===== src/hdl/crg_pkg.sv =====
// Constants shared by the clock, ready and reset generator
package crg_pkg;

  // Register map (byte addresses)
  localparam logic [3:0] CRG_CTRL_OFS    = 4'h0;
  localparam logic [3:0] CRG_STATUS_OFS  = 4'h4;
  localparam logic [3:0] CRG_ID_OFS      = 4'h8;

  // Control fields
  localparam int         CRG_CTRL_HOLD_BIT = 0;
  localparam logic [0:0] CRG_CTRL_RST      = 1'h0;

  // Status fields
  localparam int CRG_ST_READY_BIT  = 0;
  localparam int CRG_ST_RESET_BIT  = 1;
  localparam int CRG_ST_SRC_BIT    = 2;
  localparam int CRG_ST_DEPTH_BIT  = 3;
  localparam int CRG_ST_HOLD_BIT   = 4;
  localparam int CRG_ST_PCLK_BIT   = 5;

  // Arbitrary identification value
  localparam logic [31:0] CRG_ID_VALUE = 32'h0000_C0DE;

  // Divider
  localparam int         CRG_DIV_W     = 2;
  localparam logic [1:0] CRG_CNT_CLEAR = 2'h0;
  localparam logic [1:0] CRG_CNT_HIGH  = 2'h1;
  localparam logic [1:0] CRG_CNT_LAST  = 2'h2;

  // Synchroniser reset levels
  localparam logic [1:0] CRG_SYNC_LOW  = 2'h0;
  localparam logic [1:0] CRG_SYNC_HIGH = 2'h3;

endpackage


===== src/hdl/crg_top.sv =====
// Clock, ready and reset generator with Avalon-MM status port
//
// The placing of the registers and the Avalon-MM slave port are this design's own decisions.
`timescale 1ns/1ps
`default_nettype none

module crg_top
  import crg_pkg::*;
(
  input  wire logic        ref_clk_in,
  input  wire logic        reset_n_in,
  // Source pins
  input  wire logic        crystal_pin_a,
  input  wire logic        external_freq_in,
  input  wire logic        source_select_in,
  input  wire logic        clock_sync_in,
  // Reset and ready pins
  input  wire logic        reset_request_n,
  input  wire logic        bus_ready_in_a,
  input  wire logic        bus_ready_in_b,
  input  wire logic        bus_enable_qual_a_n,
  input  wire logic        bus_enable_qual_b_n,
  input  wire logic        ready_sync_depth_sel,
  // Generated outputs
  output logic             osc_out,
  output logic             proc_clk_out,
  output logic             periph_clk_out,
  output logic             proc_reset_out,
  output logic             proc_ready_out,
  // Avalon-MM slave
  input  wire logic [3:0]  avs_address,
  input  wire logic        avs_read,
  input  wire logic        avs_write,
  input  wire logic [31:0] avs_writedata,
  input  wire logic [3:0]  avs_byteenable,
  output logic [31:0]      avs_readdata,
  output logic             avs_waitrequest
);

  // ----------------------------------------------------------------
  // Pin synchronisers
  // ----------------------------------------------------------------
  localparam int NPIN = 10;

  logic [NPIN-1:0] pin_raw;
  logic [NPIN-1:0] pin_s1_r;
  logic [NPIN-1:0] pin_s2_r;
  // Depth select idles high, enables idle deasserted, reset request idles asserted
  localparam logic [NPIN-1:0] PIN_RST = 10'h380;

  assign pin_raw = {ready_sync_depth_sel, bus_enable_qual_b_n, bus_enable_qual_a_n,
                    bus_ready_in_b, bus_ready_in_a, reset_request_n, clock_sync_in,
                    source_select_in, external_freq_in, crystal_pin_a};
  genvar gi;
  generate
    for (gi = 0; gi < NPIN; gi++)
    begin : g_sync
      always_ff @(posedge ref_clk_in or negedge reset_n_in)
      begin
        if (!reset_n_in)
        begin
          pin_s1_r[gi] <= PIN_RST[gi] ? CRG_SYNC_HIGH[0] : CRG_SYNC_LOW[0];
          pin_s2_r[gi] <= PIN_RST[gi] ? CRG_SYNC_HIGH[1] : CRG_SYNC_LOW[1];
        end
        else
        begin
          pin_s1_r[gi] <= pin_raw[gi];
          pin_s2_r[gi] <= pin_s1_r[gi];
        end
      end
    end
  endgenerate

  wire xtal_s      = pin_s2_r[0];
  wire efi_s       = pin_s2_r[1];
  wire src_sel_s   = pin_s2_r[2];
  wire clock_sync_in_s     = pin_s2_r[3];
  wire rst_req_n_s = pin_s2_r[4];
  wire rdy_a_s     = pin_s2_r[5];
  wire rdy_b_s     = pin_s2_r[6];
  wire aen_a_n_s   = pin_s2_r[7];
  wire aen_b_n_s   = pin_s2_r[8];
  wire depth_sel_s = pin_s2_r[9];

  // ----------------------------------------------------------------
  // Source edge detection
  // ----------------------------------------------------------------
  logic xtal_d_r;
  logic efi_d_r;

  always_ff @(posedge ref_clk_in or negedge reset_n_in)
  begin
    if (!reset_n_in)
    begin
      xtal_d_r <= 1'b0;
      efi_d_r  <= 1'b0;
    end
    else
    begin
      xtal_d_r <= xtal_s;
      efi_d_r  <= efi_s;
    end
  end

  wire xtal_rise = xtal_s & ~xtal_d_r;
  wire efi_rise  = efi_s & ~efi_d_r;
  wire src_tick  = src_sel_s ? efi_rise : xtal_rise;

  // ----------------------------------------------------------------
  // Divide-by-three and peripheral clock
  // ----------------------------------------------------------------
  logic [CRG_DIV_W-1:0] div_cnt_r;
  logic [CRG_DIV_W-1:0] div_cnt_nxt;
  logic                 proc_clk_r;
  logic                 periph_clk_r;
  logic [0:0]           ctrl_hold_r;

  wire div_hold = clock_sync_in_s | ctrl_hold_r[0];
  wire rise_evt = src_tick & ~div_hold & (div_cnt_r == CRG_CNT_CLEAR);
  wire fall_evt = src_tick & ~div_hold & (div_cnt_r == CRG_CNT_HIGH);

  assign div_cnt_nxt = div_hold                     ? CRG_CNT_CLEAR :
                       !src_tick                    ? div_cnt_r     :
                       (div_cnt_r == CRG_CNT_LAST)  ? CRG_CNT_CLEAR :
                       div_cnt_r + CRG_CNT_HIGH;

  always_ff @(posedge ref_clk_in or negedge reset_n_in)
  begin
    if (!reset_n_in)
    begin
      div_cnt_r    <= CRG_CNT_CLEAR;
      proc_clk_r   <= 1'b0;
      periph_clk_r <= 1'b0;
    end
    else
    begin
      div_cnt_r  <= div_cnt_nxt;
      proc_clk_r <= (div_cnt_nxt == CRG_CNT_HIGH);
      if (div_hold)
        periph_clk_r <= 1'b0;
      else if (rise_evt)
        periph_clk_r <= ~periph_clk_r;
    end
  end

  // ----------------------------------------------------------------
  // Oscillator output
  // ----------------------------------------------------------------
  logic osc_r;

  always_ff @(posedge ref_clk_in or negedge reset_n_in)
  begin
    if (!reset_n_in)
      osc_r <= 1'b0;
    else
      osc_r <= xtal_s;
  end

  // ----------------------------------------------------------------
  // Processor reset
  // ----------------------------------------------------------------
  logic proc_reset_r;

  always_ff @(posedge ref_clk_in or negedge reset_n_in)
  begin
    if (!reset_n_in)
      proc_reset_r <= 1'b1;
    else if (fall_evt)
      proc_reset_r <= ~rst_req_n_s;
  end

  // ----------------------------------------------------------------
  // Ready synchronisation
  // ----------------------------------------------------------------
  logic rdy_ff1_r;
  logic rdy_ff2_r;

  wire rdy_qual = (rdy_a_s & ~aen_a_n_s) | (rdy_b_s & ~aen_b_n_s);
  wire two_stage = ~depth_sel_s;
  wire ff2_in = two_stage ? (rdy_qual & rdy_ff1_r) : rdy_qual;

  always_ff @(posedge ref_clk_in or negedge reset_n_in)
  begin
    if (!reset_n_in)
    begin
      rdy_ff1_r <= 1'b0;
      rdy_ff2_r <= 1'b0;
    end
    else
    begin
      if (rise_evt)
        rdy_ff1_r <= rdy_qual;
      if (fall_evt)
        rdy_ff2_r <= ff2_in;
    end
  end

  // ----------------------------------------------------------------
  // Avalon-MM slave, one wait state
  // ----------------------------------------------------------------
  logic        ack_r;
  logic [31:0] rdata_r;
  logic [31:0] status_word;
  logic [31:0] rd_mux;

  wire req      = avs_read | avs_write;
  wire sel_ctrl = (avs_address == CRG_CTRL_OFS);
  wire sel_st   = (avs_address == CRG_STATUS_OFS);
  wire sel_id   = (avs_address == CRG_ID_OFS);
  wire wr_ctrl  = avs_write & ack_r & sel_ctrl & avs_byteenable[0];

  always_comb
  begin
    status_word = 32'h0000_0000;
    status_word[CRG_ST_READY_BIT] = rdy_ff2_r;
    status_word[CRG_ST_RESET_BIT] = proc_reset_r;
    status_word[CRG_ST_SRC_BIT]   = src_sel_s;
    status_word[CRG_ST_DEPTH_BIT] = depth_sel_s;
    status_word[CRG_ST_HOLD_BIT]  = div_hold;
    status_word[CRG_ST_PCLK_BIT]  = periph_clk_r;
  end

  assign rd_mux = sel_ctrl ? {31'h0000_0000, ctrl_hold_r} :
                  sel_st   ? status_word :
                  sel_id   ? CRG_ID_VALUE : 32'h0000_0000;

  always_ff @(posedge ref_clk_in or negedge reset_n_in)
  begin
    if (!reset_n_in)
    begin
      ack_r       <= 1'b0;
      rdata_r     <= 32'h0000_0000;
      ctrl_hold_r <= CRG_CTRL_RST;
    end
    else
    begin
      ack_r <= req & ~ack_r;
      if (avs_read & ~ack_r)
        rdata_r <= rd_mux;
      if (wr_ctrl)
        ctrl_hold_r <= avs_writedata[CRG_CTRL_HOLD_BIT +: 1];
    end
  end

  assign avs_waitrequest = req & ~ack_r;
  assign avs_readdata    = rdata_r;

  assign osc_out        = osc_r;
  assign proc_clk_out   = proc_clk_r;
  assign periph_clk_out = periph_clk_r;
  assign proc_reset_out = proc_reset_r;
  assign proc_ready_out = rdy_ff2_r;

endmodule

`default_nettype wire


===== config.mk =====
export PLATFORM = sky130hd
export DESIGN_NAME = crg_top
export DESIGN_NICKNAME = d
export VERILOG_FILES = /design/src/hdl/crg_pkg.sv /design/src/hdl/crg_top.sv
export SDC_FILE = /design/constraint.sdc
export NUM_CORES = 1
export LEC_CHECK = 0
export ABC_AREA = 1
export BUFFER_PORTS_ARGS = -buffer_cell sky130_fd_sc_hd__buf_2
export CORE_MARGIN = 10
export CORE_UTILIZATION = 45
export CTS_BUF_LIST = sky130_fd_sc_hd__clkbuf_4
export CTS_CLUSTER_SIZE = 30
export DETAILED_ROUTE_END_ITERATION = 10
export PLACE_DENSITY = 0.82
export SYNTH_ARGS = -nofsm -noshare
export SYNTH_HDL_FRONTEND = slang
export SYNTH_SLANG_ARGS = --single-unit
export TNS_END_PERCENT = 50

===== constraint.sdc =====
create_clock -name ref_clk_in -period 1.2 [get_ports ref_clk_in]
set_input_delay 0.18 -clock ref_clk_in [delete_from_list [all_inputs] [get_ports ref_clk_in]]
set_output_delay 0.18 -clock ref_clk_in [all_outputs]
set_load 0.01 [all_outputs]

==> impl_results.md, run 1 <==
* Outcome: complete, no violations
* Slew Viols, Final at 0
* Layout Skew at 10.77 ps
* Crit path kind: register to output port
* Die width at 79.61 um
* CP Cell Sequence: buf_6
* CTS tree: built
* Synth cell types at 18
* Yosys top cell area share at 48.51%
* Row Count at 21
* Cts bufs inserted at 5
* Maxcap violations at 0
* ANT cells at 0
* CTS Buffer Depth at 2
* Maximum fanout along the worst path at 2
* First-pass GRT wire length at 4823 um
* CTS H-tree depth at 2
* DIE HEIGHT at 79.61 um
* Worst reg2reg path endpoint: avs_readdata[5]
* Stages on worst setup path at 1
* Share of layout cells above drive strength 1 at 36.63%
* CP Launch Type: register
* Yosys reg bits at 38
* Hold Vio Cnt, Final at 0
* Slowest cell on crit path: dfstp_2
* Net count, final at 255
* Mean routed wirelength per cell at 11.88 um
* Post-detail-place hpwl at 2176 um
* Via density at 4.258
* Crit path to: proc_reset_out
* Fillers at 300
* Synthesized area at 1599 um^2
* Area growth, synth to finish at 20.74%
* Final WL at 2946 um
* Critical Path End Type: output port
* Reg-to-Reg Start: ack_r
* IO Count at 92
* CTS root buffer: clkbuf_4
* Worst hold margin at 110.2 ps
* Final period utilization at 98.93%
* Largest net degree at the start of global routing at 39
* Tmin final at 1187 ps
* PD cells at 1279 nW/um^2
* Drt first pass iters at 4
* Ranking of synthesized cells by area: dfrtp_1, buf_4, dfstp_2
* Met3 GRT Util at 5.405%
* Clk Latency, worst-skew pair at 340 ps
* Hold path cells at 3
* CTS sink count at 38
* Starting Density at 47.18%
* R2r setup slk at 90 ps
* Syn. warnings at 0
* FF-to-FF path depth at 5
* HP Class: input port to register
* Vias after detailed routing at 1056
* Area leader, netlist: dfrtp_1
* Placeable Area at 3390 um^2
* Peak supply drop at 878.7 uV
* Max FFs per register at 10
* Port bufs at 35
* Die area at 6338 um^2
* GRT Util Overall at 9.645%
* DRT iter0 DRCs at 75
* GR Overflow Total at 0
* Mapped Cells at 149
* Met2 global-route usage at 16.18%
* Max stage delay on crit path at 560 ps
* Post-route design area at 1931 um^2
* Fmax at 842.4 MHz
* Most frequent cells in the layout: buf_2, dfrtp_1, nand2_1, conb_1, inv_1
* DR DRC count at 0
* Final Wtd Congestion at 0.7490
* Most Crowded Layer GR: met2
* Commonest non-fill, non-tap cell in the layout: buf_2
* Worst EP required at 1020 ps
* CTS clk-pin slew, worst paths at 110 ps
* Crit. Startpoint: proc_reset_out
* Initial antenna violation count at 0
* Avg Inst Size Synth at 10.73 um^2
* Met1 GRT Util at 9.527%
* Post-route ant nets at 0
* RSZ-0062 raised after global routing: true
* Final setup vio count at 0
* Delay-heaviest family, CP: flip-flops
* Sequential area share after synthesis at 60.02%
* CP Data Arrival Time at 1010 ps
* Vias in the first global route at 1090
* Leakage at 1.011 nW
* CP bufs+invs at 1
* Register with the most flip-flops: pin_s1_r
* Placed inst area at 1743 um^2
==> cells in the mapped netlist, drive strengths merged <==
| master | instances |
|---|---|
| inv | 16 |
| dfrtp | 31 |
| nand2 | 32 |
| buf | 25 |
| nand4 | 8 |
| conb | 1 |
| dfstp | 7 |
| nor2 | 10 |
| o21ai | 8 |
| nand3 | 11 |
==> worst min-delay path by stage <==
stage | from | end | slack (ps)
2_1_floorplan | reset_n_in | ack_r | -120
4_1_cts | avs_writedata[0] | ctrl_hold_r | 90
6_report | avs_writedata[0] | ctrl_hold_r | 110
3_3_place_gp | reset_n_in | ctrl_hold_r | 150
5_1_grt | avs_writedata[0] | ctrl_hold_r | 100
3_5_place_dp | reset_n_in | ack_r | 160
==> routing by layer <==
metal | vias up | routed length [um]
met1 | 490 | 1139
met4 | 0 | 30
met2 | 36 | 1484
met3 | 2 | 291
met5 | - | 0
li1 | 528 | -
==> area by class of cell <==
| type | count | area (um^2) | area share, % |
|---|---|---|---|
| Inverter | 16 | 60.06 | 3.111 |
| Timing Repair Buffer | 49 | 326.6 | 16.92 |
| Multi-Input combinational cell | 91 | 473.0 | 24.50 |
| Clock buffer | 5 | 37.54 | 1.944 |
| Sequential cell | 38 | 959.7 | 49.71 |
| Clock inverter | 3 | 16.27 | 0.8425 |
| Tap cell | 46 | 57.56 | 2.981 |
==> cells by family (layout without fill, tap and decap cells) <==
| family | count (synthesis) | after routing | synth area share (%) |
|---|---|---|---|
| AOI/OAI and AO/OA | 8 | 8 | 2.503 |
| DFF | 38 | 38 | 60.02 |
| buffers and inverters | 41 | 73 | 15.49 |
| other | 1 | 22 | 0.2345 |
| and+or+nand+nor | 61 | 61 | 21.75 |
==> per-stage QoR <==
stage | setup TNS (ps) | total power, W | cells | util, % | setup WS [ps]
after detailed placement | 0 | 0.001816 | 227 | 51.42 | 131.1
after floorplan | 0 | 0.001717 | 170 | - | 219.2
final | 0 | 0.002469 | 248 | 56.96 | 12.87
after global routing | -37.78 | 0.002622 | 248 | 56.96 | -24.84
after global placement | 0 | 0.001803 | 227 | 51.42 | 161.0
after CTS | -5.365 | 0.002508 | 248 | 56.88 | -5.365
==> where the power goes <==
group / switching, W / leakage [nW] / internal (W)
logic: 0.000234 / 0.521 / 0.000168
registers: 0.0000563 / 0.461 / 0.00139
clock network: 0.000401 / 0.0286 / 0.000218
total: 0.000692 / 1.01 / 0.00178
==> what timing repair did <==
action                                  in CTS  in global routing
cloned                                       0                  0
endpoints found under the setup margin       2                  5
resized for setup                            1                  2
endpoints found under the hold margin       42                  0
pin swaps                                    1                  0
setup buffers                                2                  0
hold buffers                                11                  0
==> worst register-to-register path: cells and delay by family, from the launching register on <==
kind / cells / cell delay (ps)
AND/OR/NAND/NOR: 2 / 260
AO/OA/AOI/OAI: 1 / 70
buffers and inverters: 2 / 270
flip-flops: 1 / 400
No activity file was read; power rests on OpenSTA's default activity.
==> run 2: changes to the inputs <==
- ABC_AREA: 1 -> default
- CORE_UTILIZATION: 45 -> 44
- PLACE_DENSITY: 0.82 -> 0.78
==> run 2 against run 1 <==
Net effect: the run now ends with negative setup slack left; synthesized cell count is 18% lower; cell count is 5.2% lower; critical path depth is 2 higher; sequential cell count stayed put; core utilization is 4.5 points higher; maximum frequency is 21% lower; routed wire length is 8.4% higher; combinational power is 25% higher; via count stayed put; area after synthesis is 4.3% lower; worst hold slack worse by 54 ps; sequential power hardly changed.
==> impl_results.md, run 2 <==
* Hold path cells at 2
* Register with the most flip-flops: pin_s1_r
* Synthesized area at 1530 um^2
* Largest net degree at the start of global routing at 17
* Net count, final at 242
* Starting Density at 45.86%
* Cts bufs inserted at 5
* Async set-or-reset flop fraction in the synthesized netlist at 100.0%
* Via density at 4.494
* Port bufs at 35
* CTS H-tree depth at 2
* Reg area at 959.7 um^2
* DP Worst Slack at -274.4 ps
* CTS sink count at 38
* Crit path kind: register to register
* RSZ-0062 raised after global routing: true
* Count leader, synth: dfrtp_1
* Seq pwr share at 55.5%
* Peak supply drop at 1028 uV
* Yosys reg bits at 38
* Final Wtd Congestion at 0.8437
* Initial antenna violation count at 0
* Share of layout cells above drive strength 1 at 44.97%
* Maximum fanout along the worst path at 2
* Die area at 6236 um^2
* Fillers at 285
* Failing checks: negative setup slack
* Commonest non-fill, non-tap cell in the layout: buf_2
* CP Data Arrival Time at 1740 ps
* Sequential area share after synthesis at 62.71%
* Critical Path End Type: register
* Placeable Area at 3337 um^2
* Placed inst area at 1755 um^2
* Post-route ant nets at 0
* Mean routed wirelength per cell at 13.58 um
* Yosys top cell area share at 50.70%
* Mapped Cells at 122
* Power share of the clock group at 25.3%
* CTS tree: built
* Most frequent cells in the layout: buf_2, dfrtp_1, conb_1, buf_4, dlygate4sd3_1
* Combinational Power Share at 19.3%
* DIE HEIGHT at 78.97 um
* CTS clk-pin slew, worst paths at 120 ps
* Final setup vio count at 8
* GRT Util Overall at 10.95%
* Drt first pass iters at 4
* Worst setup margin at -294.3 ps
* First-pass GRT wire length at 5423 um
* Synth cell types at 33
* CTS root buffer: clkbuf_4
* Ranking of synthesized cells by area: dfrtp_1, buf_4, dfstp_2
* Vias after detailed routing at 1056
* Utilization after layout at 61.49%
* DR DRC count at 0
* Area leader, netlist: dfrtp_1
* Vias in the first global route at 1211
* Clk Latency, worst-skew pair at 350 ps
* Hold Vio Cnt, Final at 0
* Final WL at 3192 um
* Sw power at 0.0007057 W
* P_int at 0.001912 W
* HP Class: input port to register
* Fmax at 669.2 MHz
* IO Count at 92
* Ys flop type: dfrtp_1
* Post-detail-place hpwl at 2408 um
* DRT iter0 DRCs at 26
* Row Count at 21
* Leakage at 1.007 nW
* Maxcap violations at 0
* Avg Inst Size Synth at 12.54 um^2
* Max FFs per register at 10
* Post-synth EDFFs at 0
* Tmin final at 1494 ps
* Area growth, synth to finish at 34.10%
* Switching Share at 26.96%
* Post-synth top cells: dfrtp_1, buf_4, dfstp_2, nand2_1
* FF-to-FF path depth at 3
* Die width at 78.97 um
* Power, Total at 0.002617 W
* Syn. warnings at 0
* GR Overflow Total at 0
* Slew Viols, Final at 0
* PD cells at 1276 nW/um^2
* Multi-input gate area at 518.0 um^2
* Outcome: finished with violations
* Worst EP required at 1450 ps
* Final period utilization at 124.5%
* CP Launch Type: register
* CTS Buffer Depth at 2
* ANT cells at 0
* Layout Skew at 15.68 ps
* Post-route design area at 2052 um^2
-- run 2: final cells by class --
| cell class | instances | area share [%] |
|---|---|---|
| tap | 46 | 2.805 |
| sequential | 38 | 46.77 |
| multi-input combinational | 78 | 25.24 |
| clock inverter | 2 | 0.6707 |
| timing repair buffer | 64 | 22.13 |
| clock buffer | 6 | 2.195 |
| inverter | 1 | 0.1829 |
-- run 2: layer usage --
layer | share of wire (%) | routed length, um | global-route usage [%]
met1 | 33 | 1040 | 9.307
met2 | 52 | 1646 | 19.00
met3 | 14 | 456 | 8.108
met4 | 1.5 | 49 | 4.480
met5 | 0 | 0 | 0
-- run 2: path summary, 6_finish.rpt --
path / slack [ps] / to / startpoint
worst max-delay path: -290 / proc_ready_out / src_sel_s
worst min-delay path: 60 / ctrl_hold_r / avs_writedata[0]
worst max register to register: -290 / proc_ready_out / src_sel_s
worst min register to register: 360 / rdy_b_s / pin_s1_r[6]
max in group asynchronous: 420 / avs_readdata[1] / reset_n_in
min in group asynchronous: 250 / ack_r / reset_n_in
-- run 2: critical path, cell delays in order (launching register included) --
cell,delay [ps]
dfrtp_1,410
or3b_4,430
a211oi_4,250
mux2_4,320
-- run 2: cell families (layout without fill, tap and decap cells) --
group,count (synthesis),count (layout),synth area share [%]
multiplexers,6,6,4.415
AND/OR/NAND/NOR,31,31,11.37
buffers and inverters,27,73,12.76
flip-flops,38,38,62.71
other,1,22,0.2451
AO/OA/AOI/OAI,19,19,8.505
-- run 2: what timing repair did --
action | in CTS | in global routing
pin swaps | 4 | 2
resized for setup | 16 | 10
endpoints found under the hold margin | 23 | 0
gates cloned | 0 | 0
endpoints found under the setup margin | 15 | 17
setup buffers | 0 | 4
hold buffers | 11 | 0
-- run 2: per-stage QoR --
step           TNS [ps]  std cells  hold slack [ps]
3_3_place_gp      -1125        212            85.04
6_report          -1473        235            56.19
5_1_grt           -2260        235            50.23
2_1_floorplan    -790.0        143           -115.6
3_5_place_dp      -1430        212            93.79
4_1_cts           -1407        231            40.36
-- run 2: power by group through the flow --
stage | Clock, W | Sequential, W | Combinational [W]
floorplan | 0 | 0.00148 | 0.000221
global placement | 0 | 0.00146 | 0.000362
detailed placement | 0 | 0.00147 | 0.000370
CTS | 0.000686 | 0.00146 | 0.000445
global route | 0.000759 | 0.00147 | 0.000562
finish | 0.000661 | 0.00145 | 0.000504
